--- config.mk ---
export PLATFORM = sky130hd
export DESIGN_NAME = acc_top
export DESIGN_NICKNAME = d
export VERILOG_FILES = /design/src/acc_pkg.sv /design/src/acc_sync.sv /design/src/acc_edge.sv /design/src/acc_top.sv
export SDC_FILE = /design/constraint.sdc
export NUM_CORES = 1
export LEC_CHECK = 0
export ABC_AREA = 1
export BUFFER_PORTS_ARGS = -buffer_cell sky130_fd_sc_hd__buf_2
export CAP_MARGIN = 20
export CORE_ASPECT_RATIO = 1.25
export CORE_MARGIN = 1
export CORE_UTILIZATION = 43
export CTS_CLUSTER_SIZE = 14
export DETAILED_ROUTE_END_ITERATION = 16
export GPL_ROUTABILITY_DRIVEN = 0
export PLACE_DENSITY = 0.89
export RECOVER_POWER = 25
export SLEW_MARGIN = 15
export SYNTH_ARGS = -nofsm -noshare
export SYNTH_HDL_FRONTEND = slang
export SYNTH_SLANG_ARGS = --single-unit
--- constraint.sdc ---
create_clock -name core_clk_in -period 1.5 [get_ports core_clk_in]
set_input_delay 0.15 -clock core_clk_in [delete_from_list [all_inputs] [get_ports core_clk_in]]
set_output_delay 0.15 -clock core_clk_in [all_outputs]
set_load 0.1 [all_outputs]
--- src/acc_pkg.sv ---
// constants for the analog comparator control block
// assumes a 32-bit AXI4-Lite register bus and one system clock
////////////////////////////////////////////////////////////////////////////////
`default_nettype none
package acc_pkg;
    localparam int          ACC_ADDR_W          = 8;
    localparam int          ACC_DATA_W          = 32;
    localparam int          ACC_REG_W           = 8;
    // register byte offsets
    localparam logic [7:0]  ACC_OFS_CTRL_STATUS = 8'h50;
    localparam logic [7:0]  ACC_OFS_CONV_B      = 8'h54;
    localparam logic [7:0]  ACC_OFS_PIN_DIS     = 8'h58;
    // comparator_control_status fields
    localparam int          ACC_BIT_POWER_OFF   = 7;
    localparam int          ACC_BIT_BANDGAP     = 6;
    localparam int          ACC_BIT_RESULT      = 5;
    localparam int          ACC_BIT_IRQ_FLAG    = 4;
    localparam int          ACC_BIT_IRQ_EN      = 3;
    localparam int          ACC_BIT_CAPTURE     = 2;
    localparam int          ACC_BIT_MODE_HI     = 1;
    localparam int          ACC_BIT_MODE_LO     = 0;
    // converter_control_status_b and pin disable fields
    localparam int          ACC_BIT_MUX_EN      = 6;
    localparam int          ACC_BIT_NEG_OFF     = 1;
    localparam int          ACC_BIT_POS_OFF     = 0;
    // reset values
    localparam logic [7:0]  ACC_RST_CTRL        = 8'h00;
    localparam logic        ACC_RST_MUX_EN      = 1'b0;
    localparam logic [1:0]  ACC_RST_PIN_DIS     = 2'b00;
    // interrupt modes
    localparam logic [1:0]  ACC_MODE_TOGGLE     = 2'b00;
    localparam logic [1:0]  ACC_MODE_RESERVED   = 2'b01;
    localparam logic [1:0]  ACC_MODE_FALL       = 2'b10;
    localparam logic [1:0]  ACC_MODE_RISE       = 2'b11;
    // bus responses
    localparam logic [1:0]  ACC_RESP_OKAY       = 2'b00;
    localparam logic [1:0]  ACC_RESP_SLVERR     = 2'b10;
endpackage : acc_pkg
`default_nettype wire

--- src/acc_sync.sv ---
// two-stage synchroniser for the raw comparator output
// assumes the raw level may change at any time relative to the clock
`timescale 1ns/1ps
`default_nettype none
module acc_sync
    import acc_pkg::*;
(
    input  wire logic core_clk_in,   // system clock
    input  wire logic nrst_in,       // synchronous reset, active low
    input  wire logic async_in,      // raw level
    output logic      sync_out       // synchronised level
);
    typedef struct packed {
        logic stage1;
        logic stage2;
    } acc_sync_t;

    acc_sync_t state;
    acc_sync_t next_state;

    always_comb begin
        next_state        = state;
        next_state.stage1 = async_in;
        next_state.stage2 = state.stage1;
    end

    always_ff @(posedge core_clk_in) begin
        if (!nrst_in) begin
            state <= '0;
        end else begin
            state <= next_state;
        end
    end

    assign sync_out = state.stage2;
endmodule : acc_sync
`default_nettype wire

--- src/acc_edge.sv ---
// edge detector with mode select for the comparator interrupt event
// assumes a synchronised input level
`timescale 1ns/1ps
`default_nettype none
module acc_edge
    import acc_pkg::*;
(
    input  wire logic       core_clk_in,   // system clock
    input  wire logic       nrst_in,       // synchronous reset, active low
    input  wire logic       level_in,      // synchronised comparator output
    input  wire logic [1:0] mode_in,       // interrupt mode field
    output logic            event_out      // one-cycle event pulse
);
    typedef struct packed {
        logic prev;
    } acc_edge_t;

    acc_edge_t state;
    acc_edge_t next_state;
    logic      rise;
    logic      fall;

    always_comb begin
        next_state      = state;
        next_state.prev = level_in;
    end

    always_ff @(posedge core_clk_in) begin
        if (!nrst_in) begin
            state <= '0;
        end else begin
            state <= next_state;
        end
    end

    assign rise = level_in & ~state.prev;
    assign fall = ~level_in & state.prev;

    always_comb begin
        unique case (mode_in)
            ACC_MODE_TOGGLE:   event_out = rise | fall;
            ACC_MODE_RESERVED: event_out = 1'b0;
            ACC_MODE_FALL:     event_out = fall;
            ACC_MODE_RISE:     event_out = rise;
        endcase
    end
endmodule : acc_edge
`default_nettype wire

--- src/acc_top.sv ---
// analog comparator control: input selects, result sync, interrupt flag,
// capture routing and pin input buffer disables behind an AXI4-Lite slave
// assumes the comparator, converter mux and timer capture sit outside
`timescale 1ns/1ps
`default_nettype none
module acc_top
    import acc_pkg::*;
(
    input  wire logic                  core_clk_in,          // system clock
    input  wire logic                  nrst_in,              // sync reset, active low
    // axi4-lite write address
    input  wire logic                  s_axi_awvalid,        // address valid
    output logic                       s_axi_awready,        // address ready
    input  wire logic [ACC_ADDR_W-1:0] s_axi_awaddr,         // write address
    input  wire logic [2:0]            s_axi_awprot,         // unused
    // axi4-lite write data
    input  wire logic                  s_axi_wvalid,         // data valid
    output logic                       s_axi_wready,         // data ready
    input  wire logic [ACC_DATA_W-1:0] s_axi_wdata,          // write data
    input  wire logic [3:0]            s_axi_wstrb,          // byte enables
    // axi4-lite write response
    output logic                       s_axi_bvalid,         // response valid
    input  wire logic                  s_axi_bready,         // response ready
    output logic [1:0]                 s_axi_bresp,          // response code
    // axi4-lite read address
    input  wire logic                  s_axi_arvalid,        // address valid
    output logic                       s_axi_arready,        // address ready
    input  wire logic [ACC_ADDR_W-1:0] s_axi_araddr,         // read address
    input  wire logic [2:0]            s_axi_arprot,         // unused
    // axi4-lite read data
    output logic                       s_axi_rvalid,         // read valid
    input  wire logic                  s_axi_rready,         // read ready
    output logic [ACC_DATA_W-1:0]      s_axi_rdata,          // read data
    output logic [1:0]                 s_axi_rresp,          // response code
    // comparator and converter side
    input  wire logic                  comparator_raw_in,    // raw comparator output
    input  wire logic                  converter_enable_in,  // converter enabled
    input  wire logic [2:0]            channel_select_in,    // converter mux select
    output logic                       power_off_out,        // comparator powered down
    output logic                       pos_bandgap_out,      // positive input is bandgap
    output logic                       neg_use_channel_out,  // negative input from channel
    output logic [2:0]                 neg_channel_out,      // channel for negative input
    output logic                       compare_result_out,   // synchronised result
    // timer capture
    output logic                       capture_trigger_out,  // capture front-end input
    output logic                       capture_route_out,    // capture routing active
    // pins
    input  wire logic                  pos_pin_digital_in,   // positive pin digital level
    input  wire logic                  neg_pin_digital_in,   // negative pin digital level
    output logic                       pos_pin_buffer_off_out, // positive buffer disabled
    output logic                       neg_pin_buffer_off_out, // negative buffer disabled
    output logic                       pos_pin_reading_out,  // positive port reading
    output logic                       neg_pin_reading_out,  // negative port reading
    // interrupt
    input  wire logic                  global_irq_enable_in, // cpu global enable
    input  wire logic                  irq_ack_in,           // vector executed, pulse
    output logic                       irq_out               // interrupt request, level
);
    ////////////////////////////////////////////////////////////////////////////
    // state
    typedef struct packed {
        logic                  aw_held;
        logic [ACC_ADDR_W-1:0] aw_addr;
        logic                  w_held;
        logic [ACC_REG_W-1:0]  w_data;
        logic                  w_lane0;
        logic                  bvalid;
        logic [1:0]            bresp;
        logic                  rvalid;
        logic [ACC_REG_W-1:0]  rdata;
        logic [1:0]            rresp;
        logic                  power_off;
        logic                  bandgap;
        logic                  irq_flag;
        logic                  irq_en;
        logic                  capture_en;
        logic [1:0]            irq_mode;
        logic                  mux_en;
        logic [1:0]            pin_off;
    } acc_top_t;

    acc_top_t             state;
    acc_top_t             next_state;
    logic                 result_sync;
    logic                 cmp_event;
    logic [ACC_REG_W-1:0] ctrl_view;
    logic [ACC_REG_W-1:0] conv_b_view;
    logic [ACC_REG_W-1:0] pin_dis_view;
    logic                 do_write;
    logic                 flag_clear;

    ////////////////////////////////////////////////////////////////////////////
    // result synchroniser and edge event
    acc_sync u_sync (
        .core_clk_in (core_clk_in),
        .nrst_in     (nrst_in),
        .async_in    (comparator_raw_in),
        .sync_out    (result_sync)
    );

    acc_edge u_edge (
        .core_clk_in (core_clk_in),
        .nrst_in     (nrst_in),
        .level_in    (result_sync),
        .mode_in     (state.irq_mode),
        .event_out   (cmp_event)
    );

    ////////////////////////////////////////////////////////////////////////////
    // register views
    always_comb begin
        ctrl_view                    = '0;
        ctrl_view[ACC_BIT_POWER_OFF] = state.power_off;
        ctrl_view[ACC_BIT_BANDGAP]   = state.bandgap;
        ctrl_view[ACC_BIT_RESULT]    = result_sync;
        ctrl_view[ACC_BIT_IRQ_FLAG]  = state.irq_flag;
        ctrl_view[ACC_BIT_IRQ_EN]    = state.irq_en;
        ctrl_view[ACC_BIT_CAPTURE]   = state.capture_en;
        ctrl_view[ACC_BIT_MODE_HI]   = state.irq_mode[1];
        ctrl_view[ACC_BIT_MODE_LO]   = state.irq_mode[0];
        conv_b_view                  = '0;
        conv_b_view[ACC_BIT_MUX_EN]  = state.mux_en;
        pin_dis_view                 = '0;
        pin_dis_view[ACC_BIT_NEG_OFF] = state.pin_off[1];
        pin_dis_view[ACC_BIT_POS_OFF] = state.pin_off[0];
    end

    assign do_write   = state.aw_held & state.w_held & ~state.bvalid;
    assign flag_clear = irq_ack_in
                      | (do_write & state.w_lane0
                         & (state.aw_addr == ACC_OFS_CTRL_STATUS)
                         & state.w_data[ACC_BIT_IRQ_FLAG]);

    ////////////////////////////////////////////////////////////////////////////
    // next state
    always_comb begin
        next_state = state;
        // write address and data are taken in either order
        if (s_axi_awvalid && !state.aw_held) begin
            next_state.aw_held = 1'b1;
            next_state.aw_addr = s_axi_awaddr;
        end
        if (s_axi_wvalid && !state.w_held) begin
            next_state.w_held  = 1'b1;
            next_state.w_data  = s_axi_wdata[ACC_REG_W-1:0];
            next_state.w_lane0 = s_axi_wstrb[0];
        end
        if (state.bvalid && s_axi_bready) begin
            next_state.bvalid = 1'b0;
        end
        if (do_write) begin
            next_state.aw_held = 1'b0;
            next_state.w_held  = 1'b0;
            next_state.bvalid  = 1'b1;
            next_state.bresp   = ACC_RESP_OKAY;
            unique case (state.aw_addr)
                ACC_OFS_CTRL_STATUS: begin
                    if (state.w_lane0) begin
                        next_state.power_off  = state.w_data[ACC_BIT_POWER_OFF];
                        next_state.bandgap    = state.w_data[ACC_BIT_BANDGAP];
                        next_state.irq_en     = state.w_data[ACC_BIT_IRQ_EN];
                        next_state.capture_en = state.w_data[ACC_BIT_CAPTURE];
                        next_state.irq_mode   = {state.w_data[ACC_BIT_MODE_HI],
                                                 state.w_data[ACC_BIT_MODE_LO]};
                    end
                end
                ACC_OFS_CONV_B: begin
                    if (state.w_lane0) begin
                        next_state.mux_en = state.w_data[ACC_BIT_MUX_EN];
                    end
                end
                ACC_OFS_PIN_DIS: begin
                    if (state.w_lane0) begin
                        next_state.pin_off = {state.w_data[ACC_BIT_NEG_OFF],
                                              state.w_data[ACC_BIT_POS_OFF]};
                    end
                end
                default: begin
                    next_state.bresp = ACC_RESP_SLVERR;
                end
            endcase
        end
        // a new event wins over a clear in the same cycle
        if (cmp_event) begin
            next_state.irq_flag = 1'b1;
        end else if (flag_clear) begin
            next_state.irq_flag = 1'b0;
        end
        // read channel
        if (state.rvalid && s_axi_rready) begin
            next_state.rvalid = 1'b0;
        end
        if (s_axi_arvalid && !state.rvalid) begin
            next_state.rvalid = 1'b1;
            next_state.rresp  = ACC_RESP_OKAY;
            unique case (s_axi_araddr)
                ACC_OFS_CTRL_STATUS: next_state.rdata = ctrl_view;
                ACC_OFS_CONV_B:      next_state.rdata = conv_b_view;
                ACC_OFS_PIN_DIS:     next_state.rdata = pin_dis_view;
                default: begin
                    next_state.rdata = '0;
                    next_state.rresp = ACC_RESP_SLVERR;
                end
            endcase
        end
    end

    always_ff @(posedge core_clk_in) begin
        if (!nrst_in) begin
            state            <= '0;
            state.power_off  <= ACC_RST_CTRL[ACC_BIT_POWER_OFF];
            state.bandgap    <= ACC_RST_CTRL[ACC_BIT_BANDGAP];
            state.irq_flag   <= ACC_RST_CTRL[ACC_BIT_IRQ_FLAG];
            state.irq_en     <= ACC_RST_CTRL[ACC_BIT_IRQ_EN];
            state.capture_en <= ACC_RST_CTRL[ACC_BIT_CAPTURE];
            state.irq_mode   <= ACC_RST_CTRL[ACC_BIT_MODE_HI:ACC_BIT_MODE_LO];
            state.mux_en     <= ACC_RST_MUX_EN;
            state.pin_off    <= ACC_RST_PIN_DIS;
        end else begin
            state <= next_state;
        end
    end

    ////////////////////////////////////////////////////////////////////////////
    // outputs
    assign s_axi_awready = ~state.aw_held;
    assign s_axi_wready  = ~state.w_held;
    assign s_axi_bvalid  = state.bvalid;
    assign s_axi_bresp   = state.bresp;
    assign s_axi_arready = ~state.rvalid;
    assign s_axi_rvalid  = state.rvalid;
    assign s_axi_rdata   = {{(ACC_DATA_W-ACC_REG_W){1'b0}}, state.rdata};
    assign s_axi_rresp   = state.rresp;

    assign power_off_out       = state.power_off;
    assign pos_bandgap_out     = state.bandgap;
    assign neg_use_channel_out = state.mux_en & ~converter_enable_in;
    assign neg_channel_out     = neg_use_channel_out ? channel_select_in : 3'h0;
    assign compare_result_out  = result_sync;

    assign capture_route_out   = state.capture_en;
    assign capture_trigger_out = state.capture_en & result_sync;

    assign pos_pin_buffer_off_out = state.pin_off[0];
    assign neg_pin_buffer_off_out = state.pin_off[1];
    assign pos_pin_reading_out    = pos_pin_digital_in & ~state.pin_off[0];
    assign neg_pin_reading_out    = neg_pin_digital_in & ~state.pin_off[1];

    assign irq_out = state.irq_flag & state.irq_en & global_irq_enable_in;
endmodule : acc_top
`default_nettype wire

=== Yosys cells after proc, flatten, opt, wreduce, memory -nomap -nowiden ===
Index checks and enable logic that the tools add are counted.

* Input port bits: 74
* Bits in registers: 46
* Word-level logic and storage cells: 84
* Output and inout port bits: 55

* Reduce and logical (&&, ||, !) cells: 18
* Multiplexer cells: 11
* Equality and inequality tests: 9
* Bitwise operators: 25

{| class="wikitable"
|+ Operators with widths
! kind !! count
|-
| $eq A8 B7 Y1 const B || 6
|-
| $pmux W8 S3 || 1
|-
| $and A1 B1 Y1 || 13
|-
| $mux W11 || 1
|-
| $not A1 Y1 || 10
|-
| $reduce_and A3 Y1 || 3
|-
| $mux W3 || 2
|-
| $reduce_bool A2 Y1 || 3
|-
| $reduce_or A3 Y1 || 2
|-
| $logic_and A1 B1 Y1 || 5
|-
| $eq A2 B2 Y1 const B || 2
|-
| $mux W1 || 4
|-
| $mux W2 || 2
|-
| $pmux W1 S4 || 1
|-
| $logic_not A1 Y1 || 3
|-
| $eq A2 B1 Y1 const B || 1
|-
| $logic_not A2 Y1 || 1
|-
| $or A1 B1 Y1 || 2
|-
| $reduce_or A2 Y1 || 1
|}

=== Logic depth before layout (Yosys ltp) ===
Gate-level depths: netlist of the first run.

* Word-level depth: 8
* Depth in mapped cells: 8
* Mapped depth without buffers: 7

=== Cells and area by module ===
A second synthesis of the first run with hierarchy kept.

* Cells, all modules: 297
* Area total of the unflattened synthesis: 2,132.0 um2

{| class="wikitable"
|+ Modules (own cells, without submodules)
! module !! times used !! sequential area each (um2) !! area each (um2) !! cells each
|-
| acc_top || 1 || 800.8 || 1,986.9 || 277
|-
| acc_edge || 1 || 20.0 || 90.1 || 14
|-
| acc_sync || 1 || 40.0 || 55.1 || 6
|}

=== Worst setup path after synthesis of the first run ===
OpenSTA, ideal clock, no wires.

* Path type: reg2out
* From: register state (netlist bit conv_b_view[6])
* To: output port neg_channel_out[0]
* Arrival time: 3,183 ps
* Buffers on the path: 0
* Cell stages (with the launch flop): 5
* Required time: 1,350 ps
* Setup slack: -1,833 ps
* Cells stage by stage: dfxtp_1 -> inv_1 -> nor2_1 -> inv_1 -> nor2_1

* Longest elaborated chain between the ends: 2

{| class="wikitable"
|+ Ends and longest elaborated chain
! what !! RTL line !! source
|-
| start, declared || acc_top.sv:82 || <nowiki>acc_top_t state;</nowiki>
|-
| start signal, assigned || acc_top.sv:220 || <nowiki>state <= next_state;</nowiki>
|-
| $and A1 B1 Y1 || acc_top.sv:237 || <nowiki>assign neg_use_channel_out = state.mux_en & ~converter_enable_in;</nowiki>
|-
| via neg_use_channel_out || acc_top.sv:41 || <nowiki>output logic neg_use_channel_out,</nowiki>
|-
| $mux W3 || acc_top.sv:238 || <nowiki>assign neg_channel_out = neg_use_channel_out ? channel_select_in : 3'h0;</nowiki>
|-
| end, declared || acc_top.sv:42 || <nowiki>output logic [2:0] neg_channel_out,</nowiki>
|}

The timed path passes the listed nets, and every way through them passes these cells.

=== Worst setup path in the final report of the first run ===
* From: register state (netlist bit conv_b_view[6])
* To: output port neg_use_channel_out

* Longest elaborated chain between the ends: 1

{| class="wikitable"
|+ Ends and longest elaborated chain
! what !! RTL line
|-
| $and A1 B1 Y1 || acc_top.sv:237
|-
| end, declared || acc_top.sv:41
|}

Every way passes these cells.

==> results.cfg, run 1 <==
[global_route]
grt_usage_pct = 16.3
grt_pass1_wl_um = 6640
grt_max_degree = 19
grt_overflow = 0
grt_pass1_vias = 1560
antenna_found_initial = 0

[worst_setup_path]
cp_max_fo = 3
required_ps = 1350
cp_top_family = buffers and inverters
cp_slowest_cell = buf_2
end_kind = output pin
cp_num_buf_inv = 2
critPathMaxStageDelay_ps = 440
arrival_ps = 1280
critPathKind = reg -> out
startpoint_type = flop
worstPathCellList = inv_2 -> nor2_4 -> buf_2

[place]
hpwlAfterDp_um = 3280
dp.cells = 406
io_buffer_count = 68

[yosys]
synth-seq-cells = 43
yosys.cell_types.count = 23
syn_inst = 293
yosysSeqAreaShare_pct = 40.7
avgSynthCellArea_um2 = 7.23
yosys.area.top_type = dfxtp_1
synth_top_area_share_pct = 40.7
ys_warn_count = 0
synthTopCellsByArea = dfxtp_1 41%, buf_4 13%, nor2_1 8.0%, nand2_1 7.1%, inv_1 6.2%
synthArstFlopShare_pct = 0
syn_area_um2 = 2120
synthFlopType = dfxtp_1
synth-edff-count = 0

[clocking]
cts.htree.levels = 2
clkLatencyLatePin_ps = 300
cts_resized = 0
cts_sinks = 43
clk_pin_slew_ps = 80
cts_root_buf = clkbuf_8
cts_tree = done
cts_max_path_buffers = 2
cts_setup_buffers = 0
ctsHoldBuffers = 0
cts_made_buffers = 5

[timing]
fmax_mhz = 699
rsz0062_at_grt = no
drv_slew = 0
setup_violations = 0
fin_skew_ps = 8.30
post-route-period-util_pct = 95.4
maxSlewHeadroom_pct = 58.9
hold_viol = 0
tns_ps = 0
min_period_ps = 1430
worst_pin_slew_ps = 616

[floorplanning]
rows = 28
dieArea_um2 = 5210
dieHeight_um = 80.5
die_w_um = 64.8
core_region_area_um2 = 4730
pin_count = 129
start_util_pct = 44.8

[final_layout]
stdcell_count = 414
antenna_cells = 0
multi_input_area_um2 = 945
final_util_pct = 53.8
largest_reg_flops = 18
area_growth_pct = 20.2
drive_above_1_share_pct = 27.4
fin_nets = 429
top_register = state
fill_cells = 458
seqCellArea_um2 = 866

[routing]
drc = 0
viasPerCell = 4.55
vias = 1884
drt_wl_total_um = 4190
wl_per_cell_um = 10.1
drt_first_pass_iters = 4
drtIter0Drc = 71
drtAntennaViolNets = 0

[flow_run]
drv_cap = 0

[power_and_ir_drop]
sequentialPowerShare_pct = 43.2
switching_share_pct = 36.8
max-vdd-ir-drop_v = 0.000687
total_power_w = 0.00286
combPwrFrac_pct = 25.6
power_density_nw_per_um2 = 1130
p_switching_w = 0.00105
p_int_w = 0.00181
p_leak_nw = 1.26
clkPwrFrac_pct = 31.2

[min_path]
min_path_type = in -> reg

[run_status]
status = complete, no violations
layout make-up:
type / count / share of cell area, %
Multi-Input combinational cell: 195 / 37.1
Sequential cell: 43 / 34.0
Timing Repair Buffer: 71 / 15.7
Inverter: 37 / 5.76
Tap cell: 60 / 2.95
Clock buffer: 5 / 2.71
Clock inverter: 3 / 1.72
tightest hold or removal path, stage by stage:
cell,delay [ps]
buf_2,80
nand2_1,40
inv_1,40
cells in the final DEF, fill, tap and decap left out, types with 2 or more instances in the layout:
master	count
o21ai_0	21
nor3_1	2
dfxtp_2	4
nor2_4	9
inv_2	3
buf_2	64
nand3_1	23
a21oi_1	25
clkbuf_8	5
conb_1	26
buf_12	3
nand2_1	40
ha_1	2
nor2_1	39
clkbuf_1	3
inv_1	31
dfxtp_1	39
cell usage after synthesis, types with 2 or more instances:
cell / n
clkbuf_1: 3
o21ai_0: 22
nand2_1: 40
dfxtp_1: 43
inv_1: 35
buf_4: 38
ha_1: 2
a21oi_1: 25
nor2_4: 3
inv_2: 2
nand3_1: 23
nor3_1: 2
nor2_1: 45
per-layer routing:
layer  routed length [um]  track usage [%]  vias to the layer above
li1                     -                -                      984
met4                   21             3.33                        0
met3                  232             4.40                        4
met5                    0                0                        -
met1                 1740             17.9                      844
met2                 2200             30.8                       52
stage by stage:
| step | hold slack [ps] | instance area (um^2) | worst slack, ps |
|---|---|---|---|
| final | 40.4 | 2540 | 68.8 |
| after CTS | 38.7 | 2560 | 53.1 |
| after global routing | 45.7 | 2540 | 37.0 |
| after detailed placement | 345 | 2450 | 251 |
| after global placement | 336 | 2450 | 283 |
| after floorplan | 248 | 2280 | -295 |
kinds of logic (layout without fill, tap and decap cells):
kind of cell	Yosys count	in the layout	synth area share [%]
and+or+nand+nor	117	117	24.5
buffers and inverters	80	116	21.3
AOI/OAI and AO/OA	50	50	12.2
DFF	43	43	40.7
adders and majority gates	2	2	1.18
other	1	26	0.177
power by group through the flow:
stage               Combinational [W]  Clock [W]  Sequential [W]
floorplan                    0.000673          0         0.00129
global placement             0.000729          0         0.00126
detailed placement           0.000738          0         0.00126
CTS                          0.000740   0.000910         0.00124
global route                 0.000774   0.000957         0.00125
finish                       0.000732   0.000893         0.00124
worst paths after layout:
path,endpoint,startpoint,cells after the start,slack [ps]
max reg2reg,s_axi_rdata[2],s_axi_rvalid,5,240
max,neg_use_channel_out,conv_b_view[6],3,70
min reg2reg,u_sync.sync_out,u_sync.next_state[0],2,420
min,u_sync.next_state[0],comparator_raw_in,3,40
Power figures use the tool's default switching activity.
==> inputs of run 2 (changes only) <==
Settings changed: BUFFER_PORTS_ARGS -buffer_cell sky130_fd_sc_hd__buf_2 to not set, CORE_UTILIZATION 43 to 62, DONT_BUFFER_PORTS set to 1, PLACE_DENSITY 0.89 to 0.87.
==> run 2 against run 1 <==
Sequential power about the same. Final cell count down 12%. Critical path depth unchanged. Maximum frequency up 3.6%. Core utilization up 25 points. Power down 1.1%. Non-clock buffer count down 26. Clock skew down 3.5 ps. Register-to-register slack worse by 110 ps. Critical path type is now in -> reg. Highest routed layer unchanged.
==> results.cfg, run 2 (same netlist as run 1, synthesis figures left out) <==
[timing]
tns_ps = 0
min_period_ps = 1380
setup_violations = 0
rsz0062_at_grt = no
drv_slew = 0
worst_pin_slew_ps = 833
maxSlewHeadroom_pct = 44.3
fin_skew_ps = 4.83
post-route-period-util_pct = 92.1
hold_viol = 0
fmax_mhz = 724

[power_and_ir_drop]
p_int_w = 0.00179
sequentialPowerShare_pct = 43.8
clkPwrFrac_pct = 30.3
switching_share_pct = 36.9
p_switching_w = 0.00104
max-vdd-ir-drop_v = 0.000991
power_density_nw_per_um2 = 1110
p_leak_nw = 1.18
combPwrFrac_pct = 25.9

[place]
io_buffer_count = 0
dp.cells = 343
hpwlAfterDp_um = 3000

[final_layout]
stdcell_count = 365
fin_nets = 403
top_register = state
final_cell_mix = 40 x nand2_1, 39 x nor2_1, 39 x dfxtp_1
final_common_cell = nand2_1
area_growth_pct = 20.0
drive_above_1_share_pct = 17.4
largest_reg_flops = 18
antenna_cells = 0

[routing]
drtAntennaViolNets = 0
drtIter0Drc = 40
drt_wl_total_um = 4350
viasPerCell = 5.07
vias = 1849
wl_per_cell_um = 11.9
drt_first_pass_iters = 4
drc = 0

[global_route]
grt_overflow = 0
grt_max_degree = 26
grt_usage_pct = 25.8
grt_pass1_wl_um = 6880
antenna_found_initial = 0
grt_pass1_vias = 1633

[clocking]
clk_pin_slew_ps = 80
clkLatencyLatePin_ps = 290
cts_made_buffers = 5
cts_tree = done
cts_setup_buffers = 0
cts_resized = 0
cts.htree.levels = 2
cts_root_buf = clkbuf_8
cts_sinks = 43
cts_max_path_buffers = 2

[floorplanning]
die_w_um = 54.3
dieHeight_um = 67.3
start_util_pct = 65.7
pin_count = 129
rows = 23
core_region_area_um2 = 3220
dieArea_um2 = 3650

[min_path]
whs_path_depth = 2
min_path_type = in -> reg
hold_end = state[39]
hp-start = nrst_in

[worst_setup_path]
path_depth = 3
r2r-end = power_off_out
reg2reg_from = state[34]
cp_num_buf_inv = 1
critPathMaxStageDelay_ps = 1080
cp_top_family = buffers and inverters
cp_slowest_cell = dlygate4sd3_1
end_kind = flop
startpoint_type = input port
worstPathCellList = dlygate4sd3_1 -> o21ai_0 -> a21oi_1
arrival_ps = 1610
r2r_cells = 6
cp_max_fo = 25
regToRegSetupSlack_ps = 130
required_ps = 1730
critPathKind = in -> reg

[flow_run]
drv_cap = 0

[run_status]
status = complete, no violations
-- run 2: changes by cell type in the layout (fill, tap and decap cells not counted), moves of 2 or more --
cell,previous run,this run
dlygate4sd3_1,0,14
buf_12,3,6
inv_1,31,33
clkbuf_2,0,10
buf_4,1,14
inv_2,3,1
buf_2,64,0
clkbuf_1,3,1
-- run 2: how the worst max path moves through the flow --
stage	slack (ps)	start	end
global placement	250	state[34]	ctrl_view[3]
floorplan	-290	s_axi_rvalid	s_axi_rresp[1]
CTS	130	nrst_in	s_axi_rdata[3]
finish	120	nrst_in	state[36]
global route	30	state[34]	ctrl_view[0]
detailed placement	180	state[34]	power_off_out
-- run 2: metrics by stage --
step | hold WS, ps | worst slack (ps) | utilization (%) | total power [W] | cell area (um^2)
2_1_floorplan | 248 | -295 | - | 0.00196 | 2280
3_3_place_gp | 247 | 247 | 72.0 | 0.00195 | 2320
3_5_place_dp | 251 | 182 | 72.0 | 0.00197 | 2320
4_1_cts | 1.31 | 130 | 79.8 | 0.00285 | 2570
5_1_grt | 5.51 | 30.9 | 78.8 | 0.00294 | 2540
6_report | 0.348 | 118 | 78.8 | 0.00283 | 2540
-- run 2: worst register-to-register path, stage by stage, from the launching register on --
cell and delay (ps):
dfxtp_1 320, nor2_1 230, nand2_1 140, nor2_4 220
nand2_1 180, nand2_1 100, a21oi_1 60
-- run 2: what timing repair did --
item,4_1_cts,5_1_grt
endpoints found under the hold margin,27,0
setup endpoints to repair,0,0
hold buffers,14,0
-- run 2: metal layers --
metal | part of all wire (%) | track usage, % | up-vias
met5 | 0 | 0 | -
met4 | 0.48 | 7.37 | 0
met3 | 6.6 | 7.66 | 2
met2 | 55 | 47.9 | 73
met1 | 38 | 27.0 | 844
li1 | - | - | 930
-- run 2: area by class of cell --
cell class                      count  area (um^2)
Multi-Input combinational cell    195          945
Sequential cell                    43          868
Fill cell                         246          683
Timing Repair Buffer               45          419
Inverter                           37          149
Clock buffer                        7          108
Tap cell                           37         46.3
Clock inverter                      1         5.00
-- run 2: power by group through the flow --
| stage | Combinational [W] | Sequential (W) | Clock (W) |
|---|---|---|---|
| global placement | 0.000691 | 0.00126 | 0 |
| finish | 0.000733 | 0.00124 | 0.000858 |
| global route | 0.000768 | 0.00125 | 0.000923 |
| detailed placement | 0.000703 | 0.00127 | 0 |
| floorplan | 0.000673 | 0.00129 | 0 |
| CTS | 0.000743 | 0.00124 | 0.000867 |
==> inputs of run 3 (changes only) <==
Clock period 1.5 ns to 1.4 ns, I/O delays scaled along.
==> run 3 against run 2 <==
Clock power decreased by 15%. Sequential share of layout area is 0.13 points higher. Final cell count up 0.82%. Register-to-register slack worse by 20 ps. Hold slack about the same. Critical endpoint is now neg_channel_out[1].
==> results.cfg, run 3 (same netlist as run 1, synthesis figures left out) <==
[timing]
rsz0062_at_grt = no
fin_skew_ps = 4.20
maxSlewHeadroom_pct = 30.9
setup_violations = 0
hold_viol = 0
post-route-period-util_pct = 95.1
drv_slew = 0
finalWorstSetupSlack_ps = 68.5
min_period_ps = 1330
fmax_mhz = 751
worst_pin_slew_ps = 1040

[global_route]
grt_max_degree = 29
grt_usage_pct = 26.3
grt_pass1_wl_um = 6850
grt_pass1_vias = 1627
grt_overflow = 0
antenna_found_initial = 0

[final_layout]
stdcell_count = 368
fin_nets = 407
largest_reg_flops = 18
area_growth_pct = 20.2
top_register = state
final_cell_mix = 40 x nand2_1, 39 x nor2_1, 37 x dfxtp_1
final_common_cell = nand2_1
antenna_cells = 0
drive_above_1_share_pct = 17.8

[floorplanning]
pin_count = 129
die_w_um = 54.3
dieHeight_um = 67.3
core_region_area_um2 = 3220
rows = 23
dieArea_um2 = 3650
start_util_pct = 65.7

[routing]
viasPerCell = 5.04
drt_first_pass_iters = 4
wl_per_cell_um = 11.8
vias = 1853
drtIter0Drc = 50
drtAntennaViolNets = 0
drc = 0
drt_wl_total_um = 4330

[clocking]
cts.htree.levels = 2
cts_setup_buffers = 0
clk_pin_slew_ps = 70
cts_sinks = 43
cts_tree = done
clkLatencyLatePin_ps = 290
cts_max_path_buffers = 2
cts_made_buffers = 5
cts_root_buf = clkbuf_8

[worst_setup_path]
end_kind = output pin
cp_slowest_cell = dfxtp_2
worstPathCellList = inv_2 -> nor2_4 -> inv_4 -> nor2_4 -> buf_12
cp_num_buf_inv = 3
cp_common_cell = nor2_4
critPathMaxStageDelay_ps = 360
cp_top_family = flip-flops
cp_max_fo = 3
arrival_ps = 1190
critPathKind = reg -> out
startpoint_type = flop
required_ps = 1260

[power_and_ir_drop]
p_leak_nw = 1.17
clkPwrFrac_pct = 25.6
combPwrFrac_pct = 27.8
max-vdd-ir-drop_v = 0.00107
sequentialPowerShare_pct = 46.5
p_int_w = 0.00176
power_density_nw_per_um2 = 1120
p_switching_w = 0.00109
switching_share_pct = 38.4

[flow_run]
drv_cap = 0

[place]
io_buffer_count = 0
hpwlAfterDp_um = 3010
dp_slack_ps = 130
dp.cells = 344

[min_path]
min_path_type = in -> reg

[run_status]
status = complete, no violations
[run 3: cell types whose count changed in the layout (fill, tap and decap cells not counted), sizes merged]
cell	delta
clkbuf	-1
buf	+3
dlygate4sd3	+2
clkinv	-1
[run 3: layout make-up]
cell class                      instances  area [um^2]
Timing Repair Buffer                   49          455
Inverter                               37          149
Multi-Input combinational cell        195          945
Sequential cell                        43          873
Clock buffer                            7         76.3
Tap cell                               37         46.3
Fill cell                             243          678
[run 3: power groups by stage]
stage | Combinational (W) | Clock, W | Sequential, W
CTS | 0.000801 | 0.000749 | 0.00133
global route | 0.000837 | 0.000803 | 0.00133
detailed placement | 0.000753 | 0 | 0.00135
finish | 0.000795 | 0.000732 | 0.00133
floorplan | 0.000721 | 0 | 0.00138
global placement | 0.000742 | 0 | 0.00135
[run 3: path summary, 6_finish.rpt]
check                      start                 end  slack (ps)  cells past startpoint
setup / recovery  conv_b_view[6]  neg_channel_out[1]          70                      5
hold reg to reg   s_axi_rdata[0]      s_axi_rdata[0]         470                      2
hold / removal      s_axi_wvalid           state[33]         0.7                      2
setup reg to reg       state[34]        ctrl_view[0]         110                      6
[run 3: through the flow]
| step | hold slack, ps | cell area (um^2) | power [W] | utilization [%] | TNS [ps] |
|---|---|---|---|---|---|
| global placement | 237 | 2330 | 0.00209 | 72.4 | 0 |
| CTS | 0.0250 | 2580 | 0.00288 | 80.0 | 0 |
| finish | 0.677 | 2540 | 0.00285 | 79.0 | 0 |
| global route | 11.6 | 2540 | 0.00297 | 79.0 | 0 |
| floorplan | 238 | 2290 | 0.00210 | - | -4200 |
| detailed placement | 245 | 2330 | 0.00211 | 72.4 | 0 |
[run 3: repair_timing]
item                                    4_1_cts  5_1_grt
resized for setup                             0        1
endpoints found under the setup margin        0       23
hold endpoints to repair                     30        0
hold buffers                                 17        0
[run 3: metal layers]
layer  part of all wire (%)  track usage (%)  up-vias
met4                    1.0             10.9        0
met1                     40             26.5      846
li1                       -                -      933
met5                      0                0        -
met3                    4.8             7.66        7
met2                     54             48.3       67
